$ cat config.mk
export PLATFORM = sky130hd
export DESIGN_NAME = gbci_initiator
export DESIGN_NICKNAME = d
export VERILOG_FILES = /design/src/include/gbci_pkg.sv /design/src/rtl/gbci_initiator.sv /design/src/rtl/gbci_pulse_timer.sv
export VERILOG_INCLUDE_DIRS = /design/src /design/src/include
export SDC_FILE = /design/constraint.sdc
export NUM_CORES = 1
export LEC_CHECK = 0
export BUFFER_PORTS_ARGS = -buffer_cell sky130_fd_sc_hd__clkbuf_2
export CELL_PAD_IN_SITES_DETAIL_PLACEMENT = 1
export CELL_PAD_IN_SITES_GLOBAL_PLACEMENT = 2
export CORE_MARGIN = 2
export CORE_UTILIZATION = 43
export CTS_CLUSTER_DIAMETER = 30
export DETAILED_ROUTE_END_ITERATION = 7
export MAX_ROUTING_LAYER = met4
export PLACE_DENSITY = 0.85
export SLEW_MARGIN = 20
export SYNTH_ARGS = -nofsm -noshare
export SYNTH_HDL_FRONTEND = slang
export SYNTH_SLANG_ARGS = --single-unit
export TNS_END_PERCENT = 10
$ cat constraint.sdc
create_clock -name clk -period 10.95 [get_ports clk]
set_clock_uncertainty 0.1 [all_clocks]
set_input_delay 0.5475 -clock clk [delete_from_list [all_inputs] [get_ports clk]]
set_output_delay 0.5475 -clock clk [all_outputs]
set_load 0.02 [all_outputs]
$ cat src/include/gbci_cfg.svh
// Timing counts and settings codes for the guard break cycle initiator
`ifndef GBCI_CFG_SVH
`define GBCI_CFG_SVH
`define GBCI_CLK_HZ 25000000
`define GBCI_TICK_HZ 1000
`define GBCI_TICK_DIV (`GBCI_CLK_HZ / `GBCI_TICK_HZ)
`define GBCI_MS_SHORT 100
`define GBCI_MS_LONG 350
`define GBCI_REARM_MAX_MS 30000
`define GBCI_GUARD_DEF_S 30
`define GBCI_START_NONE 2'h0
`define GBCI_START_FIRST 2'h1
`define GBCI_START_EVERY 2'h2
`define GBCI_LOCK_ALWAYS 2'h0
`define GBCI_LOCK_UPSTROKE 2'h1
`define GBCI_LOCK_NONE 2'h2
`endif

$ cat src/include/gbci_pkg.sv
// Types shared by the guard break cycle initiator
package gbci_pkg;
  typedef struct packed {
    logic [3:0] breakCount;   // 1 to 8
    logic rearmFirst;         // 0: breaks first, 1: rearm first
    logic [12:0] muteSec;     // 0 disables muting
    logic [8:0] guardSec;     // 0 disables guard timer
    logic [1:0] startCond;
    logic afterUpstroke;      // first-break timing
    logic [1:0] lockMode;
    logic longRearm;          // 350 ms minimum rearm
    logic onlyTop;
    logic longBreak;          // 350 ms minimum break
  } gbci_cfg_s;
  typedef struct packed {
    logic strayBreakFlag;
    logic guardTimeExpired;
    logic strokeEndRequired;
    logic rearmRequired;
    logic breakRequired;
  } gbci_diag_s;
  typedef enum logic [3:0] {
    ST_FULL = 4'b0001,
    ST_CYCLE = 4'b0010,
    ST_RUN = 4'b0100,
    ST_STOP = 4'b1000
  } gbci_state_e;
endpackage

$ cat src/rtl/gbci_initiator.sv
// Guard break cycle initiator: start sequencing for a press
// Notes on behaviour
// - Breaks-first order: breaks then rearm
// - Rearm-first order: rearm then breaks
// - Four causes force a full start
// - Stray break restart without rearm when allowed
// - Breaks shorter than minimum ignored
// - Start release needed for full start
// - Stroke-end rising edge clears break counter
// - Later strokes start after counted breaks
// - Guard timeout flags and forces full start
// - Guard timer starts at stroke-end rising edge
// - Guard limit default 30 s, 0 disables
// - After-upstroke: break falls after upstroke rise
// - After-stroke-end: break falls after marker rise
// - Break end must follow marker rise
// - No muting: guard fall drops enable
// - Muting active only if time nonzero
// - Muting bypasses guard on upstroke, marker low
// - Upstroke rise restarts muting timer
// - Only-top: start only at top
// - Stop by release or guard needs stroke end
// - Static release low forces enable low
// - Rearm pulse width between minimum and 30 s
// - Unexpected guard fall sets stray flag
`timescale 1ns/1ps
`include "gbci_cfg.svh"
module gbci_initiator import gbci_pkg::*; #(
  parameter int TICK_DIV = `GBCI_TICK_DIV
) (
  input wire logic clk,
  input wire logic sys_rst,
  input wire gbci_cfg_s cfg,
  input wire logic staticRelease,
  input wire logic startRelease,
  input wire logic guardBreakInput,
  input wire logic strokeEnd,
  input wire logic upstroke,
  input wire logic rearm,
  input wire logic driveCommandLoopback,
  output logic enable,
  output gbci_diag_s diag
);
  ////////////////////////////////////////////////////////////////////////////////
  // Millisecond tick divider
  logic [31:0] div_q;
  logic tick_q;
  always_ff @(posedge clk) begin
    if (sys_rst) begin
      div_q <= 32'h0;
      tick_q <= 1'b0;
    end else begin
      tick_q <= (div_q == 32'(TICK_DIV - 1));
      div_q <= (div_q == 32'(TICK_DIV - 1)) ? 32'h0 : div_q + 32'h1;
    end
  end

  ////////////////////////////////////////////////////////////////////////////////
  // Three-stage pin synchronisers, change accepted when stages two and three agree
  localparam int NIN = 6;
  wire [NIN-1:0] pinRaw = {staticRelease, startRelease, guardBreakInput, strokeEnd,
                           upstroke, rearm};
  logic [NIN-1:0] s1_q, s2_q, s3_q, clean_q;
  genvar gi;
  generate
    for (gi = 0; gi < NIN; gi++) begin : g_sync
      always_ff @(posedge clk) begin
        if (sys_rst) begin
          s1_q[gi] <= 1'b0;
          s2_q[gi] <= 1'b0;
          s3_q[gi] <= 1'b0;
          clean_q[gi] <= 1'b0;
        end else begin
          s1_q[gi] <= pinRaw[gi];
          s2_q[gi] <= s1_q[gi];
          s3_q[gi] <= s2_q[gi];
          if (s2_q[gi] == s3_q[gi]) clean_q[gi] <= s3_q[gi];
        end
      end
    end
  endgenerate
  wire relS = clean_q[5];
  wire startS = clean_q[4];
  wire guardS = clean_q[3];
  wire topS = clean_q[2];
  wire upS = clean_q[1];
  wire rearmS = clean_q[0];

  ////////////////////////////////////////////////////////////////////////////////
  // Edge detection on cleaned inputs and loopback
  logic guardD_q, topD_q, upD_q, driveD_q;
  always_ff @(posedge clk) begin
    if (sys_rst) begin
      guardD_q <= 1'b0; // Matches the cleared synchroniser, no false fall after reset
      topD_q <= 1'b0;
      upD_q <= 1'b0;
      driveD_q <= 1'b0;
    end else begin
      guardD_q <= guardS;
      topD_q <= topS;
      upD_q <= upS;
      driveD_q <= driveCommandLoopback;
    end
  end
  wire guardFall = guardD_q & ~guardS;
  wire topRise = topS & ~topD_q;
  wire upRise = upS & ~upD_q;
  wire driveOn = driveCommandLoopback & ~driveD_q;

  ////////////////////////////////////////////////////////////////////////////////
  // Pulse meters for breaks (guard low) and rearm (high)
  wire [15:0] breakMin = cfg.longBreak ? 16'(`GBCI_MS_LONG) : 16'(`GBCI_MS_SHORT);
  wire [15:0] rearmMin = cfg.longRearm ? 16'(`GBCI_MS_LONG) : 16'(`GBCI_MS_SHORT);
  logic breakEnd, rearmOk;
  gbci_pulse_timer u_break (
    .clk(clk), .sys_rst(sys_rst), .tick(tick_q), .level(~guardS),
    .minMs(breakMin), .maxMs(16'hFFFF), .validEnd(breakEnd)
  );
  gbci_pulse_timer u_rearm (
    .clk(clk), .sys_rst(sys_rst), .tick(tick_q), .level(rearmS),
    .minMs(rearmMin), .maxMs(16'(`GBCI_REARM_MAX_MS)), .validEnd(rearmOk)
  );

  ////////////////////////////////////////////////////////////////////////////////
  // Upstroke muting timer in milliseconds
  logic [23:0] muteCnt_q;
  logic muteRun_q;
  wire muteOn = (cfg.muteSec != 13'h0);
  wire [23:0] muteLim = 24'(cfg.muteSec) * 24'h0003E8;
  wire muting = muteOn & muteRun_q & upS & ~topS;
  always_ff @(posedge clk) begin
    if (sys_rst) begin
      muteCnt_q <= 24'h0;
      muteRun_q <= 1'b0;
    end else if (upRise && muteOn) begin
      muteCnt_q <= 24'h0;
      muteRun_q <= 1'b1;
    end else if (muteRun_q && tick_q) begin
      if (muteCnt_q + 24'h1 >= muteLim) muteRun_q <= 1'b0;
      muteCnt_q <= muteCnt_q + 24'h1;
    end
  end

  ////////////////////////////////////////////////////////////////////////////////
  // Break window qualification
  logic armed_q, inBreak_q, breakOk_q;
  always_ff @(posedge clk) begin
    if (sys_rst) begin
      armed_q <= 1'b1;
      inBreak_q <= 1'b0;
      breakOk_q <= 1'b0;
    end else begin
      if (topRise || (cfg.afterUpstroke && upRise)) armed_q <= 1'b1;
      else if (enable) armed_q <= 1'b0;
      if (guardFall) begin
        inBreak_q <= armed_q;
        breakOk_q <= cfg.afterUpstroke ? 1'b0 : 1'b1;
      end
      if (topRise || topS) breakOk_q <= 1'b1;
    end
  end
  wire countBreak = breakEnd & inBreak_q & (breakOk_q | topS);

  ////////////////////////////////////////////////////////////////////////////////
  // Guard time monitor
  logic [19:0] guardCnt_q;
  logic guardRun_q;
  wire guardOn = (cfg.guardSec != 9'h0);
  wire [19:0] guardLim = 20'(cfg.guardSec) * 20'h003E8;
  wire guardExpire = guardOn & guardRun_q & tick_q & (guardCnt_q + 20'h1 >= guardLim);

  ////////////////////////////////////////////////////////////////////////////////
  // Sequence state
  gbci_state_e st_q, st_d;
  logic [3:0] breaks_q;
  logic rearmDone_q, firstDone_q;
  wire breaksDone = (breaks_q >= cfg.breakCount);
  wire startNeed = (cfg.startCond == `GBCI_START_EVERY) ||
                   (cfg.startCond == `GBCI_START_FIRST && !firstDone_q);
  wire startOk = !startNeed || startS;
  wire posOk = !cfg.onlyTop || topS;
  wire fullDone = cfg.rearmFirst ? (rearmDone_q && breaksDone)
                                 : (breaksDone && rearmOk);
  wire strayShortcut = diag.strayBreakFlag && !enable && !guardS &&
    (cfg.lockMode == `GBCI_LOCK_NONE ||
     (cfg.lockMode == `GBCI_LOCK_ALWAYS && upS));
  wire guardLost = !guardS && !muting && !(cfg.lockMode == `GBCI_LOCK_UPSTROKE && upS);
  // A fall is stray only in ST_RUN, with the break window disarmed and the guard not muted
  wire stray = guardFall && !muting && st_q == ST_RUN && !armed_q;
  wire fullCause = !relS || guardExpire || driveOn ||
                   (stray && breaks_q == 4'h0 && !muting && !topS);

  // Next state
  always_comb begin
    st_d = st_q;
    case (st_q)
      ST_FULL: if (relS && posOk && startOk && (fullDone || strayShortcut)) st_d = ST_RUN;
      ST_CYCLE: if (relS && posOk && startOk && breaksDone) st_d = ST_RUN;
      ST_RUN: begin
        if (fullCause) st_d = ST_FULL;
        else if (guardLost) st_d = ST_STOP;
        else if (topRise) st_d = ST_CYCLE;
      end
      ST_STOP: if (topRise) st_d = ST_FULL;
      default: st_d = ST_FULL;
    endcase
    if (!relS) st_d = ST_FULL;
    if (guardExpire && st_q != ST_RUN) st_d = ST_FULL;
  end

  // State, counters and flags
  always_ff @(posedge clk) begin
    if (sys_rst) begin
      st_q <= ST_FULL;
      breaks_q <= 4'h0;
      rearmDone_q <= 1'b0;
      firstDone_q <= 1'b0;
      guardCnt_q <= 20'h0;
      guardRun_q <= 1'b0;
      enable <= 1'b0;
      diag <= '0;
    end else begin
      st_q <= st_d;
      enable <= (st_d == ST_RUN) && relS;
      if (st_d == ST_RUN) begin
        breaks_q <= 4'h0;
        rearmDone_q <= 1'b0;
      end else begin
        if (topRise) breaks_q <= 4'h0;
        else if (countBreak && !breaksDone &&
                 (!cfg.rearmFirst || rearmDone_q || st_q == ST_CYCLE)) breaks_q <= breaks_q + 4'h1;
        if (rearmOk) rearmDone_q <= 1'b1;
      end
      if (st_q == ST_FULL && st_d == ST_RUN) firstDone_q <= 1'b1;
      // Guard timer: starts at stroke end with all stop conditions met
      if (topRise && relS && st_d != ST_RUN) begin
        guardRun_q <= 1'b1;
        guardCnt_q <= 20'h0;
      end else if (st_d == ST_RUN || guardExpire) begin
        guardRun_q <= 1'b0;
      end else if (guardRun_q && tick_q) begin
        guardCnt_q <= guardCnt_q + 20'h1;
      end
      if (guardExpire) diag.guardTimeExpired <= 1'b1;
      else if (rearmOk) diag.guardTimeExpired <= 1'b0;
      if (stray) diag.strayBreakFlag <= 1'b1;
      else if (st_d == ST_RUN) diag.strayBreakFlag <= 1'b0;
      if (st_q == ST_RUN && (!relS || guardLost)) diag.strokeEndRequired <= 1'b1;
      else if (topRise) diag.strokeEndRequired <= 1'b0;
      diag.rearmRequired <= (st_d == ST_FULL) &&
        (cfg.rearmFirst ? !rearmDone_q : breaksDone);
      diag.breakRequired <= (st_d == ST_CYCLE) ||
        (st_d == ST_FULL && !breaksDone && (!cfg.rearmFirst || rearmDone_q));
    end
  end

  ////////////////////////////////////////////////////////////////////////////////
  // Checks
  release_low_a: assert property (@(posedge clk) disable iff (sys_rst)
    !relS |=> !enable) else $error("enable high after release low");
  expire_flag_a: assert property (@(posedge clk) disable iff (sys_rst)
    guardExpire |=> diag.guardTimeExpired && !enable) else $error("timeout not flagged");
  guard_off_a: assert property (@(posedge clk) disable iff (sys_rst)
    !guardOn |-> !guardExpire) else $error("guard timer ran while disabled");
  mute_off_a: assert property (@(posedge clk) disable iff (sys_rst)
    !muteOn |-> !muting) else $error("muting while disabled");
  top_only_a: assert property (@(posedge clk) disable iff (sys_rst)
    $rose(enable) && cfg.onlyTop |-> $past(topS)) else $error("start off top");
  stray_set_a: assert property (@(posedge clk) disable iff (sys_rst)
    stray |=> diag.strayBreakFlag) else $error("stray flag missed");
  top_clear_a: assert property (@(posedge clk) disable iff (sys_rst)
    topRise && st_d != ST_RUN |=> breaks_q == 4'h0) else $error("counter not cleared");
  start_rel_a: assert property (@(posedge clk) disable iff (sys_rst)
    $rose(enable) && startNeed |-> $past(startS)) else $error("start release missing");
endmodule // gbci_initiator

$ cat src/rtl/gbci_pulse_timer.sv
// High pulse width meter on millisecond ticks
`timescale 1ns/1ps
module gbci_pulse_timer import gbci_pkg::*; (
  input wire logic clk,
  input wire logic sys_rst,
  input wire logic tick,
  input wire logic level,
  input wire logic [15:0] minMs,
  input wire logic [15:0] maxMs,
  output logic validEnd
);
  logic [15:0] cnt_q;
  logic level_q;
  wire rise = level & ~level_q;
  wire widthOk = (cnt_q >= minMs) && (cnt_q <= maxMs);
  // Count while level high, judge width at its falling edge
  always_ff @(posedge clk) begin
    if (sys_rst) begin
      cnt_q <= 16'h0000;
      level_q <= 1'b0;
      validEnd <= 1'b0;
    end else begin
      level_q <= level;
      validEnd <= level_q & ~level & widthOk;
      if (rise) cnt_q <= 16'h0000;
      else if (level && tick && cnt_q != 16'hFFFF) cnt_q <= cnt_q + 16'h0001;
    end
  end
endmodule // gbci_pulse_timer

# After elaboration in Yosys (flattened, before gate mapping)
# Cells that the tools add are included.
[classes] add_sub_neg=6 mul=2 order_cmp=7 eq_ne=22 muxes=27 bitwise=28 reduce_logical=90
[ops] op="$logic_and A1 B1 Y1" n=41
[ops] op="$add A16 B1 Y16 const B" n=2
[ops] op="$add A32 B1 Y32 const B" n=1
[ops] op="$eq A32 B15 Y1 const B" n=1
[ops] op="$ge A16 B9 Y1" n=2
[ops] op="$mux W4" n=8
[ops] op="$ne A16 B16 Y1 const B" n=2
[ops] op="$add A24 B1 Y24 const B" n=1
[ops] op="$ge A24 B23 Y1" n=1
[ops] op="$add A20 B1 Y20 const B" n=1
[ops] op="$ge A20 B19 Y1" n=1
[ops] op="$mul A13 B7 Y20 const B" n=1
[ops] op="$and A1 B1 Y1" n=18
[ops] op="$mux W9" n=2
[ops] op="$le A16 B15 Y1 const B" n=1
[ops] op="$le A16 B16 Y1 const B" n=1
[ops] op="$mul A9 B7 Y16 const B" n=1
[ops] op="$mux W1" n=16
[ops] op="$pmux W4 S4" n=1
[ops] op="$logic_or A1 B1 Y1" n=15
[ops] op="$reduce_bool A2 Y1" n=7
[ops] op="$reduce_or A2 Y1" n=7
[ops] op="$logic_not A1 Y1" n=13
[ops] op="$reduce_bool A13 Y1" n=1
[ops] op="other kinds (17)" n=37
[totals] reg_bits=162 inputBits=44 output_inout_bits=6 word_cells=235

# Logic depth before layout (Yosys ltp)
# Gate-level depths: netlist of run 1.
[depth] depth_word=20 ltp_mapped=26 mapped_depth_nobuf=24

# Modules after synthesis
# Synthesis of run 1 repeated with hierarchy kept, for this count alone.
[hier_totals] cells_unflattened=1609 hier_area_um2=13857.0
[modules_own_cells] module="gbci_initiator" n_inst=1 cells_each=1192 area_each_um2=10486.3 seq_area_each_um2=2522.4
[modules_own_cells] module="gbci_pulse_timer (u_break)" n_inst=1 cells_each=208 area_each_um2=1685.4 seq_area_each_um2=360.3
[modules_own_cells] module="gbci_pulse_timer (u_rearm)" n_inst=1 cells_each=209 area_each_um2=1685.4 seq_area_each_um2=360.3

# Worst setup path after synthesis of run 1
# OpenSTA, ideal clock, no wires.
[synth_path] kind="input -> register" startpoint="in cfg[8] (netlist name)" endpoint="reg guardCnt_q[7]" setup_time_ns=0.062 t_arrival_ns=5.814 required_ns=10.788 path_slack_ns=4.974 cell_stages=24 path_buffers=1 path_cell_list="fa_1 -> xor2_1 -> ha_1 -> inv_1 -> fa_1 -> fa_1 -> inv_1 -> ha_1 -> o21ai_0 -> nand2b_1 -> a21o_1 -> a31o_2 -> a41oi_1 -> nor2b_1 -> xor2_1 -> ha_1 -> a211oi_1 -> nand3_1 -> a211o_1 -> a211o_1 -> a211oi_4 -> buf_4 -> nand2_1 -> nand3_1"
[synth_between] elab_chain_len=15 word_cells_on_any_way=21 classes_between="1 x mul; 1 x order compare; 2 x eq/ne; 4 x mux; 4 x bitwise; 9 x reduce/logical"
[synth_rtl] element="start, declared" line_no="gbci_initiator.sv:33" text="input wire gbci_cfg_s cfg,"
[synth_rtl] element="parallel branches: the longest is 3 deep, another holds $ge A20 B19 Y1"
[synth_rtl] element="$and A1 B1 Y1 *" line_no="gbci_initiator.sv:170" text="wire guardExpire = guardOn & guardRun_q & tick_q & (guardCnt_q + 20'h1 >= guardLim);"
[synth_rtl] element="$logic_or A1 B1 Y1 (3 in series)" line_no="gbci_initiator.sv:190" text="wire fullCause = !relS || guardExpire || driveOn ||"
[synth_rtl] element="$mux W4" line_no="gbci_initiator.sv:200" text="if (fullCause) st_d = ST_FULL;"
[synth_rtl] element="$pmux W4 S4" line_no="gbci_initiator.sv:196" text="case (st_q)"
[synth_rtl] element="$mux W4" line_no="gbci_initiator.sv:207" text="if (!relS) st_d = ST_FULL;"
[synth_rtl] element="$mux W4" line_no="gbci_initiator.sv:208" text="if (guardExpire && st_q != ST_RUN) st_d = ST_FULL;"
[synth_rtl] element="$eq A4 B3 Y1" line_no="gbci_initiator.sv:239" text="end else if (st_d == ST_RUN || guardExpire) begin"
[synth_rtl] element="$logic_or A1 B1 Y1" line_no="gbci_initiator.sv:239"
[synth_rtl] element="$not A1 Y1 (no line)"
[synth_rtl] element="$reduce_and A2 Y1 (no line)"
[synth_rtl] element="end signal, assigned" line_no="gbci_initiator.sv:242" text="guardCnt_q <= guardCnt_q + 20'h1;"
[synth_rtl] element="end, declared" line_no="gbci_initiator.sv:166" text="logic [19:0] guardCnt_q;"
# Mark *: on every way between the ends.
# A chain may end at the register's enable or synchronous reset.

# Final worst setup path of run 1
[layout_path] startpoint="in cfg[8] (netlist name)" endpoint="reg guardCnt_q[9]"
# The elaborated chain is that of the path after synthesis.

==> impl_metrics.py, run 1 <==
metrics = {
    "clock_tree": {
        "root_buffer": "clkbuf_16",
        "cts_setup_buffers": 0,
        "ctsResizeCount": 0,
        "cts_sinks": 162,
        "tritoncts": "built",
        "clk_latency_ns": 0.43,
        "clockBufferDepth": 2,
        "postCtsHoldBufs": 0,
        "clkSlewWorstSetupHoldPaths_ns": 0.07,
        "numCtsBuffers": 17,
        "h-tree-depth": 4,
    },
    "cells_and_area": {
        "ff_latch_area_um2": 3240,
        "fillCellCount": 3380,
        "syn2layout_area_growth_pct": 9.84,
        "final_area_um2": 13700,
        "antenna_cells": 0,
        "multiInputGateArea_um2": 8630,
        "drive_above_1_share_pct": 8.53,
        "fin_nets": 1706,
    },
    "synth": {
        "ys_top_cells_by_area": "dfxtp_1 26%, ha_1 16%, fa_1 11%, xor2_1 5.6%, xnor2_1 4.6%",
        "syn_inst": 1402,
        "ys.flop_type": "dfxtp_1",
        "syn-num-nets": 1668,
        "yosysMostFrequentCell": "dfxtp_1",
        "yosysUniqueCellTypes": 77,
        "netlist_area_um2": 12500,
        "seq_area_frac_synth_pct": 26.0,
        "ys_warn_count": 0,
        "yosys.area.top_type_share_pct": 26.0,
        "synth_top_area_cell": "dfxtp_1",
        "synth_seq_cells": 162,
        "ys_async_sr_fraction_pct": 0,
        "syn_area_per_cell_um2": 8.89,
        "synth_edf_count": 0,
        "synth_common_cells": "162 x dfxtp_1, 155 x ha_1, 143 x nor2_1, 122 x inv_1, 94 x nand2_1",
    },
    "drt": {
        "drt-pass1-iter-count": 4,
        "wl_per_cell_um": 15.5,
        "wirelength_um": 28400,
        "vias_per_cell": 5.29,
        "vias": 9719,
        "ant_nets": 0,
        "drt_iter0_drc": 359,
        "drc": 0,
    },
    "die": {
        "start_util_pct": 43.6,
        "fp.dieArea_um2": 30400,
        "core_area_um2": 28600,
        "rows": 62,
        "fp.dieW_um": 174,
        "die_y_um": 174,
        "ioPinCount": 50,
    },
    "run_status": {
        "status": "finished, final reports clean",
    },
    "timing": {
        "setup-tns-final_ns": 0,
        "worstMarginPinSlew_ns": 1.03,
        "final.min_clock_period_ns": 6.83,
        "finalHoldViolCount": 0,
        "setup_viol": 0,
        "rsz0062_at_grt": "no",
        "hold_ws_ns": 0.229,
        "fmax_mhz": 147,
        "maxSlewViolCount": 0,
        "fin_crit_sh_pct": 62.3,
        "relSlewSlack_pct": 31.0,
    },
    "worst_hold_path": {
        "hold_end": "s1_q[2]$_SDFF_PP0_",
        "min_from": "strokeEnd",
        "hold_class": "input port to register",
        "min_path_cells": 2,
    },
    "place": {
        "hpwl_um": 21900,
        "place_congestion": 0.771,
        "placed_area_um2": 13100,
        "port_buffers": 49,
    },
    "critical_path": {
        "r2r_cells": 14,
        "r2r_start": "guardCnt_q[2]$_SDFFE_PP0P_",
        "arrival_ns": 7.02,
        "startpoint_type": "input port",
        "crit_path_end_kind": "register",
        "cp_cell_sequence": "clkbuf_2 > fa_1 > xor2_1 > ha_1 > inv_1 > fa_1 > fa_1 > inv_1 > ha_1 > o21ai_0 > nand2b_1 > a21o_1 > a31o_2 > a41oi_1 > nor2b_1 > xor2_1 > ha_1 > a211oi_1 > nand3_1 > a211o_1 > a211oi_2 > o21ai_2 > o311ai_0 > nand3_1",
        "path_class": "input port to register",
        "r2r_setup_slack_ns": 5.83,
        "timing.rr.end": "guardCnt_q[9]$_SDFFE_PP0P_",
        "critical_path_required_ns": 11.14,
        "cp_slowest_cell": "a211oi_2",
        "critical_path.max_fanout": 13,
        "cpPeakStageDelay_ns": 0.88,
    },
    "global_route": {
        "grt_max_degree": 56,
        "grt_pass1_wl_um": 49000,
        "antenna_found_initial": 0,
        "grt_use_total_pct": 20.0,
        "grt_overflow": 0,
        "first_global_vias": 10247,
    },
    "power_and_ir_drop": {
        "switching_share_pct": 37.0,
        "pwr-share-comb_pct": 45.9,
        "p_leak_uw": 0.00595,
        "p_sw_uw": 835,
        "power.internal_uw": 1420,
        "clock_power_share_pct": 27.6,
        "ir_worst_vdd_mv": 0.102,
        "p_total_uw": 2260,
        "power_density_nw_per_um2": 165,
        "seq_power_share_pct": 26.5,
    },
    "flow_run": {
        "maxCapViolations": 0,
    },
}
placed cells by master (no fill, tap or decap), drive strengths merged, types with 12 or more instances in the layout:
cell type	Yosys	layout
nor2b	35	35
a21oi	59	59
nor4	18	18
dfxtp	162	162
inv	122	127
fa	67	67
ha	155	155
clkbuf	26	69
xor2	80	80
nand3	63	63
nand2	96	96
nor2	145	145
a211oi	12	12
o21ai	49	49
nand4	26	26
o211ai	17	17
a21o	21	21
or3	17	17
nor3	32	32
nand2b	18	18
and3	14	14
xnor2	67	67
worst max-delay path: cells and delay by family:
kind | cells | cell delay [ns]
AOI/OAI and AO/OA | 9 | 3.01
adders and majority gates | 6 | 2.34
and+or+nand+nor | 4 | 0.57
buffers and inverters | 3 | 0.27
xor gates and xnor gates | 2 | 0.26
per-stage QoR:
step / worst slack (ns) / utilization [%] / std cells
2_1_floorplan: 4.97 / - / 1402
3_3_place_gp: 3.91 / 45.7 / 1805
3_5_place_dp: 3.70 / 45.7 / 1805
4_1_cts: 4.11 / 47.8 / 1837
5_1_grt: 3.59 / 47.8 / 1837
6_report: 4.12 / 47.8 / 1837
state kept, by name, summed over array words and instances (netlist names), 4 cells and up:
| signal | flops |
|---|---|
| s2_q | 6 |
| u_break.cnt_q | 16 |
| guardCnt_q | 20 |
| div_q | 32 |
| s1_q | 6 |
| u_rearm.cnt_q | 16 |
| muteCnt_q | 24 |
| st_q | 4 |
| s3_q | 6 |
| breaks_q | 4 |
| diag | 5 |
area by class of cell:
class / instances / area share, %
Sequential cell: 162 / 23.7
Timing Repair Buffer: 53 / 2.01
Tap cell: 384 / 3.51
Clock inverter: 12 / 1.05
Clock buffer: 20 / 3.41
Inverter: 122 / 3.34
Multi-Input combinational cell: 1084 / 63.0
routing by layer:
| layer | GRT usage [%] | up-vias | wire length (um) |
|---|---|---|---|
| li1 | - | 4884 | - |
| met1 | 24.8 | 4770 | 13300 |
| met2 | 35.0 | 47 | 14600 |
| met3 | 2.76 | 18 | 360 |
| met4 | 3.36 | 0 | 217 |
| met5 | - | - | 0 |
kinds of logic (layout without fill, tap and decap cells):
logic type                 after synthesis  in the layout  share of synthesized area, %
adders and majority gates              222            222                          26.3
DFF                                    162            162                          26.0
xor gates and xnor gates               147            147                          10.4
and+or+nand+nor                        494            494                          20.2
AOI/OAI and AO/OA                      215            215                          11.7
buffers and inverters                  156            207                          4.85
muxes                                    6              6                         0.492
power groups by stage:
stage | clock network (uW) | registers [uW] | logic [uW]
after CTS | 641 | 598 | 1060
final | 623 | 598 | 1040
after floorplan | 0 | 611 | 813
after global placement | 0 | 611 | 1010
after detailed placement | 0 | 611 | 1050
after global routing | 664 | 598 | 1200
worst max-delay path by stage:
stage | depth (start not counted) | endpoint | startpoint
final | 24 | guardCnt_q[9]$_SDFFE_PP0P_ | cfg[8]
after global routing | 24 | guardCnt_q[19]$_SDFFE_PP0P_ | cfg[8]
after CTS | 24 | guardCnt_q[9]$_SDFFE_PP0P_ | cfg[8]
after global placement | 24 | guardCnt_q[2]$_SDFFE_PP0P_ | cfg[8]
after detailed placement | 24 | guardCnt_q[2]$_SDFFE_PP0P_ | cfg[8]
after floorplan | 24 | guardCnt_q[7]$_SDFFE_PP0P_ | cfg[8]
Power figures use the tool's default switching activity.
==> run 2: changes to the inputs <==
- CORE_UTILIZATION: 43 -> 40
- PLACE_DENSITY: 0.85 -> 0.79
- clock period: 10.95 -> 6.8 ns (I/O delays scaled with it)
==> impl_metrics.py, run 2 (synthesis gave the netlist of run 1 again) <==
metrics = {
    "timing": {
        "fmax_mhz": 167,
        "maxSlewViolCount": 0,
        "setup-tns-final_ns": 0,
        "relSlewSlack_pct": 43.0,
        "worstMarginPinSlew_ns": 0.855,
        "hold_ws_ns": 0.0238,
        "finalHoldViolCount": 0,
        "setup_viol": 0,
        "fin_crit_sh_pct": 88.3,
        "final.min_clock_period_ns": 6.00,
        "rsz0062_at_grt": "no",
    },
    "cells_and_area": {
        "drive_above_1_share_pct": 8.45,
        "final_common_cell": "dfxtp_1",
        "final_cells": 1852,
        "final_cell_mix": "162 x dfxtp_1, 155 x ha_1, 143 x nor2_1, 122 x inv_1, 94 x nand2_1",
        "regMostFlops": "div_q",
        "final_core_util_pct": 44.8,
        "antenna_cells": 0,
        "reg_top3": "div_q (32), muteCnt_q (24), guardCnt_q (20)",
        "syn2layout_area_growth_pct": 10.2,
        "fin_nets": 1711,
        "largest_reg_flops": 32,
    },
    "critical_path": {
        "cp_slowest_cell": "fa_1",
        "arrival_ns": 6.22,
        "path_class": "input port to register",
        "critical_path_required_ns": 7.02,
        "startpoint_type": "input port",
        "cpPeakStageDelay_ns": 0.62,
        "critical_path.max_fanout": 13,
        "crit_path_end_kind": "register",
    },
    "clock_tree": {
        "clockBufferDepth": 2,
        "h-tree-depth": 4,
        "root_buffer": "clkbuf_16",
        "tritoncts": "built",
        "numCtsBuffers": 17,
        "cts_sinks": 162,
        "clkSlewWorstSetupHoldPaths_ns": 0.06,
        "clk_latency_ns": 0.43,
        "cts_setup_buffers": 0,
    },
    "global_route": {
        "grt_pass1_wl_um": 49700,
        "gr-usage-met1_pct": 23.9,
        "grt_max_degree": 56,
        "grt_use_total_pct": 18.8,
        "first_global_vias": 10160,
        "grt_use_met3_pct": 2.83,
        "grt-busiest-layer": "met2",
        "grt_overflow": 0,
        "met2_usage_pct": 32.0,
        "antenna_found_initial": 0,
    },
    "drt": {
        "drt_iter0_drc": 305,
        "drt-pass1-iter-count": 4,
        "wl_per_cell_um": 15.3,
        "wirelength_um": 28400,
        "drc": 0,
        "vias": 9635,
        "vias_per_cell": 5.20,
        "ant_nets": 0,
    },
    "power_and_ir_drop": {
        "pwr-share-comb_pct": 45.7,
        "ir_worst_vdd_mv": 0.183,
        "clock_power_share_pct": 27.8,
        "seq_power_share_pct": 26.5,
        "p_sw_uw": 1310,
        "p_total_uw": 3640,
        "power.internal_uw": 2330,
        "p_leak_uw": 0.00597,
        "switching_share_pct": 35.9,
        "power_density_nw_per_um2": 265,
    },
    "die": {
        "core_area_um2": 30700,
        "fp.dieW_um": 181,
        "rows": 64,
        "fp.dieArea_um2": 32600,
        "ioPinCount": 50,
        "die_y_um": 181,
        "start_util_pct": 40.7,
    },
    "place": {
        "hpwl_um": 22200,
        "port_buffers": 49,
        "place_inst": 1821,
        "place_congestion": 0.807,
    },
    "worst_hold_path": {
        "hold_class": "input port to register",
    },
    "flow_run": {
        "maxCapViolations": 0,
    },
    "run_status": {
        "status": "finished, final reports clean",
    },
}
run 2: cell count changes in the layout (fill, tap and decap cells not counted):
| cell | change |
|---|---|
| buf_4 | +4 |
| bufinv_16 | +2 |
| clkbuf_1 | +2 |
| clkbuf_8 | -2 |
| clkinv_2 | +2 |
| clkinv_4 | -4 |
| clkinvlp_4 | +2 |
| dlygate4sd3_1 | +1 |
| inv_6 | -4 |
| o21bai_1 | +1 |
| o21bai_2 | -1 |
run 2: final timing paths:
path | start | endpoint | slack [ns] | cells after the start
max | cfg[8] | guardCnt_q[2]$_SDFFE_PP0P_ | 0.80 | 25
min | startRelease | s1_q[4]$_SDFF_PP0_ | 0.02 | 2
max reg2reg | guardCnt_q[2]$_SDFFE_PP0P_ | guardCnt_q[2]$_SDFFE_PP0P_ | 2.21 | 15
min reg2reg | s1_q[2]$_SDFF_PP0_ | s2_q[2]$_SDFF_PP0_ | 0.34 | 1
run 2: final cells by class:
type | count | area, um^2
flip-flops and latches | 162 | 3240
inverters | 122 | 458
multi-input cells | 1084 | 8630
clock inverters | 10 | 159
fillers | 3603 | 16900
clock buffers | 20 | 447
well taps | 396 | 495
repair buffers | 58 | 315
run 2: power groups by stage:
stage / combinational (uW) / clock (uW) / sequential [uW]
2_1_floorplan: 1310 / 0 / 983
3_3_place_gp: 1630 / 0 / 984
3_5_place_dp: 1680 / 0 / 984
4_1_cts: 1700 / 1050 / 963
5_1_grt: 1960 / 1090 / 964
6_report: 1660 / 1010 / 963
run 2: per-layer routing:
metal  vias to the layer above  wire length [um]  part of all wire (%)
met5                         -                 0                     0
met4                         0               225                  0.79
met3                        20               418                   1.5
met2                        43             14100                    50
met1                      4691             13600                    48
li1                       4881                 -                     -
run 2: stage by stage:
stage                     area [um^2]  setup slack (ns)
after floorplan                 12500              1.03
after global placement          13100             0.492
after detailed placement        13100             0.333
after CTS                       13700             0.769
after global routing            13700             0.303
final                           13700             0.798
run 2: timing repair:
action / 4_1_cts / 5_1_grt
endpoints found under the setup margin: 0 / 0
endpoints found under the hold margin: 1 / 0
hold buffers: 1 / 0
gates resized for setup: 0 / 0
run 2: worst max-delay path, delay by kind of cell:
family / cells / cell delay, ns
buffers and inverters: 4 / 0.51
adder cells (fa/ha/maj): 6 / 2.33
AND/OR/NAND/NOR: 3 / 0.42
AO/OA/AOI/OAI: 10 / 2.34
XOR/XNOR: 2 / 0.26
==> run 3: changes to the inputs <==
- MAX_ROUTING_LAYER: met4 -> default
- clock period: 6.8 -> 6.7 ns (I/O delays scaled with it)
==> impl_metrics.py, run 3 (synthesis gave the netlist of run 1 again) <==
metrics = {
    "drt": {
        "drc": 0,
        "vias": 9706,
        "ant_nets": 0,
        "wl_per_cell_um": 15.1,
        "drt_iter0_drc": 322,
        "drt-pass1-iter-count": 4,
        "vias_per_cell": 5.23,
        "wirelength_um": 28100,
    },
    "critical_path": {
        "crit_path_end_kind": "register",
        "arrival_ns": 6.33,
        "r2r_cells": 15,
        "cp.depth": 25,
        "cp_slowest_cell": "fa_1",
        "critical_path.max_fanout": 11,
        "path_class": "input port to register",
        "startpoint_type": "input port",
        "cpPeakStageDelay_ns": 0.64,
        "cp_num_buf_inv": 4,
        "critPathTopFamily": "adder cells",
        "critical_path_required_ns": 6.96,
    },
    "die": {
        "ioPinCount": 50,
        "start_util_pct": 40.7,
        "die_y_um": 181,
        "core_area_um2": 30700,
        "fp.dieArea_um2": 32600,
        "rows": 64,
        "fp.dieW_um": 181,
    },
    "clock_tree": {
        "numCtsBuffers": 17,
        "ctsResizeCount": 0,
        "clk_latency_ns": 0.43,
        "root_buffer": "clkbuf_16",
        "cts_sinks": 162,
        "clkSlewWorstSetupHoldPaths_ns": 0.06,
        "h-tree-depth": 4,
        "clockBufferDepth": 2,
        "tritoncts": "built",
    },
    "timing": {
        "worstMarginPinSlew_ns": 0.861,
        "rsz0062_at_grt": "no",
        "fin_crit_sh_pct": 90.7,
        "setup-tns-final_ns": 0,
        "fin_ws_ns": 0.626,
        "fmax_mhz": 165,
        "finalHoldViolCount": 0,
        "setup_viol": 0,
        "final.min_clock_period_ns": 6.07,
        "relSlewSlack_pct": 42.4,
        "maxSlewViolCount": 0,
    },
    "flow_run": {
        "maxCapViolations": 0,
    },
    "place": {
        "post-place-ws_ns": 0.167,
        "hpwl_um": 22100,
        "port_buffers": 49,
        "place_congestion": 0.790,
        "placed_area_um2": 13100,
    },
    "global_route": {
        "grt_max_degree": 38,
        "grt_pass1_wl_um": 49200,
        "grt_use_total_pct": 18.0,
        "antenna_found_initial": 0,
        "grt_overflow": 0,
        "first_global_vias": 10082,
    },
    "cells_and_area": {
        "syn2layout_area_growth_pct": 10.7,
        "drive_above_1_share_pct": 8.56,
        "final_area_um2": 13800,
        "fillCellCount": 3607,
        "multiInputGateArea_um2": 8630,
        "fin_nets": 1713,
        "final_cell_mix": "162 x dfxtp_1, 155 x ha_1, 143 x nor2_1, 122 x inv_1, 94 x nand2_1",
        "regMostFlops": "div_q",
        "ff_latch_area_um2": 3240,
        "final_core_util_pct": 45.0,
        "final_common_cell": "dfxtp_1",
        "largest_reg_flops": 32,
        "antenna_cells": 0,
        "reg_top3": "div_q (32), muteCnt_q (24), guardCnt_q (20)",
    },
    "power_and_ir_drop": {
        "p_sw_uw": 1320,
        "power_density_nw_per_um2": 270,
        "switching_share_pct": 35.5,
        "ir_worst_vdd_mv": 0.146,
        "p_leak_uw": 0.00598,
        "power.internal_uw": 2410,
        "clock_power_share_pct": 29.0,
        "pwr-share-comb_pct": 44.9,
        "seq_power_share_pct": 26.2,
    },
    "run_status": {
        "status": "finished, final reports clean",
    },
    "worst_hold_path": {
        "min_path_cells": 2,
        "hold_class": "input port to register",
    },
}
## run 3: area by class of cell
| type | count | area share (%) |
|---|---|---|
| Multi-Input combinational cell | 1084 | 62.5 |
| Sequential cell | 162 | 23.5 |
| Tap cell | 396 | 3.59 |
| Inverter | 122 | 3.32 |
| Clock buffer | 20 | 3.23 |
| Timing Repair Buffer | 60 | 2.43 |
| Clock inverter | 12 | 1.49 |
## run 3: timing repair
action	in CTS	in global routing
buffers inserted	0	0
hold buffers	3	0
hold endpoints to repair	3	0
## run 3: routing by layer
metal  track usage (%)  routed length (um)
met1              23.8               13500
met2              31.6               14100
met5                 0                   0
met4              3.00                 109
met3              2.47                 364
## run 3: worst paths after layout
check | from | slack (ns) | end
max | cfg[8] | 0.63 | guardCnt_q[6]$_SDFFE_PP0P_
max reg2reg | guardCnt_q[2]$_SDFFE_PP0P_ | 2.14 | guardCnt_q[6]$_SDFFE_PP0P_
min | strokeEnd | 0.02 | s1_q[2]$_SDFF_PP0_
min reg2reg | s1_q[4]$_SDFF_PP0_ | 0.34 | s2_q[4]$_SDFF_PP0_
## run 3: power groups by stage
stage,Combinational [uW],Clock [uW],Sequential (uW)
global route,1970,1150,978
detailed placement,1700,0,999
global placement,1660,0,999
floorplan,1330,0,998
finish,1680,1080,978
CTS,1720,1110,977
## run 3: per-stage QoR
stage                     power, uW  std cells  hold slack (ns)
after floorplan                2330       1402            0.312
after global placement         2660       1821            0.324
after detailed placement       2700       1821            0.329
after CTS                      3810       1856           0.0139
after global routing           4100       1856           0.0209
final                          3730       1856           0.0189
